===== src/hdl/rxq_pkg.sv =====
// Register indices, reset values and field widths of the receive queue
// register block.
// Assumes the byte address of a register is four times its index.
package rxq_pkg;
  // ----------------------------------------------------------------
  // Register indices
  // ----------------------------------------------------------------
  localparam logic [7:0] IDX_MAX_LEN = 8'hb6;
  localparam logic [7:0] IDX_MIN_LEN = 8'hb7;
  localparam logic [7:0] IDX_LO_FC = 8'hb8;
  localparam logic [7:0] IDX_HI_FC = 8'hb9;
  localparam logic [7:0] IDX_LO_HW = 8'hba;
  localparam logic [7:0] IDX_HI_HW = 8'hbb;
  localparam logic [7:0] IDX_P2P_HW = 8'hbc;
  localparam logic [7:0] IDX_HEAD_SIZE = 8'hc0;
  localparam logic [7:0] IDX_RX_DATA = 8'hc1;
  // ----------------------------------------------------------------
  // Reset values
  // ----------------------------------------------------------------
  localparam logic [15:0] MAX_LEN_RST = 16'h0618;
  localparam logic [15:0] MIN_LEN_RST = 16'h0040;
  // ----------------------------------------------------------------
  // Field widths
  // ----------------------------------------------------------------
  localparam int LEN_W = 16;
  localparam int FC_W = 9;
  localparam int HW_W = 14;
  localparam int FS_W = 11;
endpackage


===== src/hdl/rxq_regs.sv =====
// Receive frame bounds, queue status registers and the host read path
// of the second port's receive queue.
// Assumes all inputs come from logic on sys_clk; the serial host port
// decoder in front turns each register access into one strobe.
`timescale 1ns/1ns

// ------------------------------------------------------------------
// Flip-flop FIFO; D must be a power of two and at least 2
// ------------------------------------------------------------------
module rxq_fifo #(
  parameter int W = 8,
  parameter int D = 4
) (
  // Clock and reset
  input wire logic sys_clk,
  input wire logic rst,
  // Fill side
  input wire logic push,
  input wire logic [W-1:0] din,
  // Drain side
  input wire logic pop,
  output logic [W-1:0] dout,
  output logic empty,
  output logic full
);
  localparam int AW = $clog2(D);
  logic [W-1:0] mem [D];
  logic [AW:0] wp;
  logic [AW:0] rp;
  wire do_push = push && !full;
  wire do_pop = pop && !empty;

  assign empty = (wp == rp);
  assign full = (wp[AW] != rp[AW]) && (wp[AW-1:0] == rp[AW-1:0]);
  assign dout = mem[rp[AW-1:0]];

  always_ff @(posedge sys_clk) begin
    if (rst) begin
      wp <= '0;
      rp <= '0;
    end else begin
      if (do_push) wp <= wp + 1'b1;
      if (do_pop) rp <= rp + 1'b1;
    end
  end

  always_ff @(posedge sys_clk) begin
    if (do_push) mem[wp[AW-1:0]] <= din;
  end
endmodule // rxq_fifo

// Functional notes
// Read/write max length, reset 0x618
// Read/write min length, reset 0x40
// Out-of-bounds lengths counted as length errors
// Read-only low queue frame count
// Read-only high queue frame count
// Host may rely on frame-waiting flag only
// Read-only low queue half-word level
// Read-only high queue half-word level
// Read-only port-to-port transmit half-word level
// Head frame size including header bytes
// Host reads size before pulling frame data
// Size and data only in generic mode
// Data read returns and pops four bytes
// Earliest byte in most significant lane
// After frame end, data blocked until size read
// Consecutive words in one burst
module rxq_regs #(
  parameter int WDEPTH = 16,
  parameter int FDEPTH = 4
) (
  // Clock and reset
  input wire logic sys_clk,
  input wire logic rst,
  // Register access strobes
  input wire logic [9:0] reg_addr,
  input wire logic reg_wr,
  input wire logic reg_rd,
  input wire logic [31:0] reg_wdata,
  output logic [31:0] reg_rdata,
  output logic reg_rvalid,
  // Host port protocol select, high for the generic protocol
  input wire logic generic_spi_mode,
  // Receive length check
  input wire logic len_valid,
  input wire logic [rxq_pkg::LEN_W-1:0] len_bytes,
  output logic len_error,
  output logic [31:0] ls_err_count,
  // Queue status from the first port's queues
  input wire logic [rxq_pkg::FC_W-1:0] lo_frames,
  input wire logic [rxq_pkg::FC_W-1:0] hi_frames,
  input wire logic [rxq_pkg::HW_W-1:0] lo_halfwords,
  input wire logic [rxq_pkg::HW_W-1:0] hi_halfwords,
  input wire logic [rxq_pkg::HW_W-1:0] p2p_halfwords,
  // Second port receive queue fill side
  input wire logic q_valid,
  output logic q_ready,
  input wire logic [31:0] q_data,
  input wire logic q_last,
  input wire logic [rxq_pkg::FS_W-1:0] q_size,
  // At least one whole frame waits
  output logic rx_frame_waiting_flag
);
  // ----------------------------------------------------------------
  // Decode
  // ----------------------------------------------------------------
  logic [rxq_pkg::LEN_W-1:0] max_len_field;
  logic [rxq_pkg::LEN_W-1:0] min_len_field;
  logic frame_open;
  wire [7:0] idx = reg_addr[9:2];
  // A misaligned access is dropped whole rather than rounded down, so a
  // decoder fault can never pop the queue by accident.
  wire aligned = (reg_addr[1:0] == 2'b00);
  wire rd_ok = reg_rd && aligned;
  wire wr_ok = reg_wr && aligned;
  wire hit_max = (idx == rxq_pkg::IDX_MAX_LEN);
  wire hit_min = (idx == rxq_pkg::IDX_MIN_LEN);
  wire hit_lfc = (idx == rxq_pkg::IDX_LO_FC);
  wire hit_hfc = (idx == rxq_pkg::IDX_HI_FC);
  wire hit_lhw = (idx == rxq_pkg::IDX_LO_HW);
  wire hit_hhw = (idx == rxq_pkg::IDX_HI_HW);
  wire hit_p2p = (idx == rxq_pkg::IDX_P2P_HW);
  wire hit_fs = (idx == rxq_pkg::IDX_HEAD_SIZE);
  wire hit_rx = (idx == rxq_pkg::IDX_RX_DATA);

  // ----------------------------------------------------------------
  // Receive queue
  // ----------------------------------------------------------------
  // Sizes sit in their own FIFO so the head size is known as soon as a
  // frame is complete, without walking the word store.
  wire [32:0] wq_out;
  wire wq_empty;
  wire wq_full;
  wire [rxq_pkg::FS_W-1:0] sq_out;
  wire sq_empty;
  wire sq_full;
  wire q_push = q_valid && q_ready;
  wire wq_last = wq_out[32];
  wire rd_size = rd_ok && hit_fs && generic_spi_mode;
  wire rd_data = rd_ok && hit_rx && generic_spi_mode;
  wire word_pop = rd_data && frame_open && !wq_empty;
  wire size_pop = word_pop && wq_last;
  wire [rxq_pkg::FS_W-1:0] head_size = sq_empty ? '0 : sq_out;

  // Ready waits on both stores, so a last word is never taken without
  // room for its size; otherwise a frame could lose its length.
  assign q_ready = !wq_full && !sq_full;
  assign rx_frame_waiting_flag = !sq_empty;

  rxq_fifo #(.W(33), .D(WDEPTH)) u_words (
    .sys_clk(sys_clk),
    .rst(rst),
    .push(q_push),
    .din({q_last, q_data}),
    .pop(word_pop),
    .dout(wq_out),
    .empty(wq_empty),
    .full(wq_full)
  );

  rxq_fifo #(.W(rxq_pkg::FS_W), .D(FDEPTH)) u_sizes (
    .sys_clk(sys_clk),
    .rst(rst),
    .push(q_push && q_last),
    .din(q_size),
    .pop(size_pop),
    .dout(sq_out),
    .empty(sq_empty),
    .full(sq_full)
  );

  // Reading the size arms data reads; the last word of a frame closes
  // them again, so a host cannot run into the next frame unknowingly.
  always_ff @(posedge sys_clk) begin
    if (rst) begin
      frame_open <= 1'b0;
    end else if (size_pop) begin
      frame_open <= 1'b0;
    end else if (rd_size && !sq_empty) begin
      frame_open <= 1'b1;
    end
  end

  // ----------------------------------------------------------------
  // Length bounds
  // ----------------------------------------------------------------
  // Both bounds themselves are accepted lengths.
  wire len_bad = len_valid && ((len_bytes > max_len_field) ||
                               (len_bytes < min_len_field));

  always_ff @(posedge sys_clk) begin
    if (rst) begin
      max_len_field <= rxq_pkg::MAX_LEN_RST;
      min_len_field <= rxq_pkg::MIN_LEN_RST;
    end else if (wr_ok) begin
      if (hit_max) max_len_field <= reg_wdata[15:0];
      if (hit_min) min_len_field <= reg_wdata[15:0];
    end
  end

  always_ff @(posedge sys_clk) begin
    if (rst) begin
      len_error <= 1'b0;
      ls_err_count <= 32'h0000_0000;
    end else begin
      len_error <= len_bad;
      if (len_bad) ls_err_count <= ls_err_count + 32'h0000_0001;
    end
  end

  // ----------------------------------------------------------------
  // Read mux
  // ----------------------------------------------------------------
  // Upper bits of every narrow field read as zero; so do unmapped
  // addresses and the queue registers outside the generic protocol.
  wire [31:0] data_word = word_pop ? wq_out[31:0] : 32'h0000_0000;
  wire [31:0] size_word = generic_spi_mode ? {21'h00_0000, head_size} : 32'h0000_0000;
  // Priority order does not matter: at most one hit is ever true.
  wire [31:0] rd_mux =
    hit_max ? {16'h0000, max_len_field} :
    hit_min ? {16'h0000, min_len_field} :
    hit_lfc ? {23'h00_0000, lo_frames} :
    hit_hfc ? {23'h00_0000, hi_frames} :
    hit_lhw ? {18'h0_0000, lo_halfwords} :
    hit_hhw ? {18'h0_0000, hi_halfwords} :
    hit_p2p ? {18'h0_0000, p2p_halfwords} :
    hit_fs ? size_word :
    hit_rx ? data_word : 32'h0000_0000;

  always_ff @(posedge sys_clk) begin
    if (rst) begin
      reg_rdata <= 32'h0000_0000;
      reg_rvalid <= 1'b0;
    end else begin
      reg_rvalid <= rd_ok;
      // Read data is taken only on a taken read and holds otherwise.
      if (rd_ok) reg_rdata <= rd_mux;
    end
  end
endmodule // rxq_regs


===== config.mk =====
export PLATFORM = sky130hd
export DESIGN_NAME = rxq_regs
export DESIGN_NICKNAME = d
export VERILOG_FILES = /design/src/hdl/rxq_pkg.sv /design/src/hdl/rxq_regs.sv
export SDC_FILE = /design/constraint.sdc
export NUM_CORES = 1
export LEC_CHECK = 0
export ABC_CLOCK_PERIOD_IN_PS = 7400
export BUFFER_PORTS_ARGS = -buffer_cell sky130_fd_sc_hd__buf_2
export CAP_MARGIN = 40
export CORE_MARGIN = 5
export CORE_UTILIZATION = 60
export DETAILED_ROUTE_END_ITERATION = 12
export GPL_ROUTABILITY_DRIVEN = 0
export HOLD_SLACK_MARGIN = 0.06
export PLACE_DENSITY = 0.86
export SLEW_MARGIN = 20
export SYNTH_ARGS = -nofsm -noshare
export SYNTH_HDL_FRONTEND = slang
export SYNTH_SLANG_ARGS = --single-unit

===== constraint.sdc =====
create_clock -name sys_clk -period 7.4 [get_ports sys_clk]
set_clock_uncertainty 0.2 [all_clocks]
set_input_delay 1.11 -clock sys_clk [delete_from_list [all_inputs] [get_ports sys_clk]]
set_output_delay 1.11 -clock sys_clk [all_outputs]
set_load 0.02 [all_outputs]

==> flow_summary.yaml <==
status:
  status: "complete, no violations"
cts:
  clkSinkCount: 693
  cts_resized: 0
  cts_setup_buffers: 0
  cts_tree: "built"
  hold_buffers: 0
  clk_path_buf_depth: 3
  htreeDepth: 3
  root_buffer: "clkbuf_16"
  clkSlewWorstSetupHoldPaths_ns: 0.06
  numCtsBuffers: 70
  insertion_delay_ns: 0.59
synthesis:
  ys_seq_area_share_pct: 68.9
  synth_cell_types: 62
  syn_avg_cell_area_um2: 16.8
  async_flop_share_pct: 0
  synth_ff_type: "edfxtp_1"
  syn_nets: 1900
  synth_edf_count: 572
  ys_ff_latch: 693
  syn_area_mm2: 0.0284
  syn_inst: 1689
  yosysWarnings: 0
pwr:
  ir_worst_vdd_mv: 0.257
  total_power_uw: 8020
  p_leak_uw: 0.0110
  p_per_area_mw_per_mm2: 246
cells_and_area:
  multi_input_area_mm2: 0.00837
  layout_common_cells: "edfxtp_1 (572), buf_2 (220), mux4_2 (166)"
  layout_commonest_cell: "edfxtp_1"
  syn2layout_area_growth_pct: 14.7
  nets: 2135
  nFillCells: 2811
  drive_gt1_share_pct: 28.9
  ff_latch_area_mm2: 0.0196
floorplan:
  core-area_mm2: 0.0468
  start_util_pct: 60.8
  die_x_um: 228
  dieArea_mm2: 0.0518
  die_h_um: 228
  ios: 237
  rows: 79
timing:
  fmax_mhz: 272
  finalHoldViolations: 0
  finalMaxSlewViolations: 0
  post-route-min-period_ns: 3.68
  rsz0062_at_grt: "no"
  relSlewSlack_pct: 46.6
  worstMarginPinSlew_ns: 0.800
  finalSetupTns_ns: 0
  timing.final.crit_share_pct: 49.7
  finalSetupViolCount: 0
setup_path:
  crit_slowest_cell: "dfxtp_4"
  critPathRequiredTime_ns: 7.69
  path_buf_inv: 1
  end_kind: "flip-flop"
  r2r_end: "reg_rdata[8]"
  worst-path-max-fanout: 37
  reg2reg_slack_ns: 3.72
  worstSetupStartpointType: "flip-flop"
  worstSetupPathType: "reg2reg"
  cp.arrival_ns: 3.97
  critPathTopFamily: "multiplexers"
  ff2ff_path_depth: 6
  max_stage_delay_ns: 0.75
  crit_top_cell: "mux4_2"
  cp_cell_sequence: "buf_4, mux4_2, mux4_2, a221oi_1, o21ai_1, a32o_1"
min_path:
  holdPathStages: 2
  hp-class: "reg2reg"
  holdPathEnd: "max_len_field[15]"
  min_from: "max_len_field[15]"
grt:
  grt_usage_pct: 27.5
  grt_pass1_vias: 17000
  antenna_found_initial: 6
  grt_pass1_wl_um: 106000
  grt_max_degree: 94
  gr-total-overflow: 0
detailed_routing:
  drtIter0Drc: 2093
  antenna_left: 0
  wl_per_cell_um: 27.7
  drc: 0
  wl_um: 71700
  routed_via_density: 6.62
  vias: 17100
  firstDrtPassIters: 7
job:
  cap_violations: 0
place:
  place_hpwl_um: 41600
  io_buffers: 220
## sequential cells by signal (all words and copies together) (netlist names), 3 cells and up, named ones only
signal / flops
u_sizes.rp: 3
reg_rdata: 32
min_len_field: 16
u_words.mem: 528
u_words.rp: 5
ls_err_count: 32
u_sizes.mem: 44
u_sizes.wp: 3
u_words.wp: 5
max_len_field: 16
## where the power goes
group | internal [uW] | switching, uW | total [uW]
combinational | 103 | 198 | 301
clock | 2000 | 1440 | 3440
sequential | 4270 | 17.9 | 4280
total | 6370 | 1660 | 8020
## worst min-delay path, delay by kind of cell (launching register included)
kind | cells | cell delay, ns
AOI/OAI and AO/OA | 1 | 0.05
DFF | 1 | 0.31
and+or+nand+nor | 1 | 0.05
## through the flow
step | worst slack (ns) | hold slack, ns | cells | util, % | cell area [um^2]
2_1_floorplan | 2.48 | 0.236 | 1689 | - | 28400
3_3_place_gp | 3.24 | 0.243 | 2452 | 64.7 | 30200
3_5_place_dp | 3.18 | 0.250 | 2456 | 64.8 | 30300
4_1_cts | 3.64 | 0.259 | 2583 | 69.6 | 32500
5_1_grt | 3.39 | 0.290 | 2587 | 69.7 | 32600
6_report | 3.72 | 0.260 | 2589 | 69.7 | 32600
## layer usage
| metal | up-vias | GRT usage [%] | part of all wire, % |
|---|---|---|---|
| met5 | - | 0 | 0.056 |
| met4 | 6 | 9.41 | 3.6 |
| met3 | 172 | 6.76 | 10 |
| met2 | 1121 | 45.7 | 49 |
| met1 | 8648 | 36.3 | 37 |
| li1 | 7184 | - | - |
## cell usage after synthesis, drive strengths merged, types with 15 or more instances
library cell / count / area, um^2
a211oi: 17 / 133
a21oi: 97 / 485
a221oi: 19 / 166
and3: 17 / 106
buf: 35 / 218
clkbuf: 59 / 221
dfxtp: 121 / 2420
edfxtp: 572 / 17200
ha: 42 / 526
inv: 43 / 161
mux2: 38 / 428
mux4: 166 / 3740
nand2: 107 / 402
nand3: 21 / 105
nand4: 15 / 93.8
nor2: 96 / 360
nor2b: 36 / 225
nor3: 17 / 85.1
o21ai: 26 / 130
## cell type report
cell class / instances / area share (%)
inverters: 43 / 0.495
flip-flops and latches: 693 / 60.1
diodes: 3 / 0.0230
repair buffers: 257 / 4.51
clock inverters: 28 / 0.798
clock buffers: 99 / 6.03
well taps: 607 / 2.33
multi-input cells: 859 / 25.7
## worst max-delay path by stage
| stage | from | slack, ns | end | cells past startpoint |
|---|---|---|---|---|
| after global placement | len_bytes[5] | 3.24 | ls_err_count[24] | 10 |
| after floorplan | q_valid | 2.48 | u_words.mem[2][0] | 5 |
| after detailed placement | len_bytes[5] | 3.18 | ls_err_count[22] | 10 |
| after global routing | flip-flop | 3.39 | reg_rdata[8] | 6 |
| after CTS | flip-flop | 3.64 | reg_rdata[8] | 6 |
| final | flip-flop | 3.72 | reg_rdata[8] | 6 |
## cell families (layout without fill, tap and decap cells)
group | count (synthesis) | in the layout | share of synthesized area (%)
XOR/XNOR | 21 | 21 | 0.647
other | 0 | 3 | 0
AO/OA/AOI/OAI | 235 | 235 | 5.52
AND/OR/NAND/NOR | 343 | 343 | 5.79
adder cells (fa/ha/maj) | 42 | 42 | 1.85
buffers and inverters | 137 | 427 | 2.11
multiplexers | 218 | 218 | 15.1
flip-flops | 693 | 693 | 68.9
Note: power is estimated with default switching activity, not from simulation.
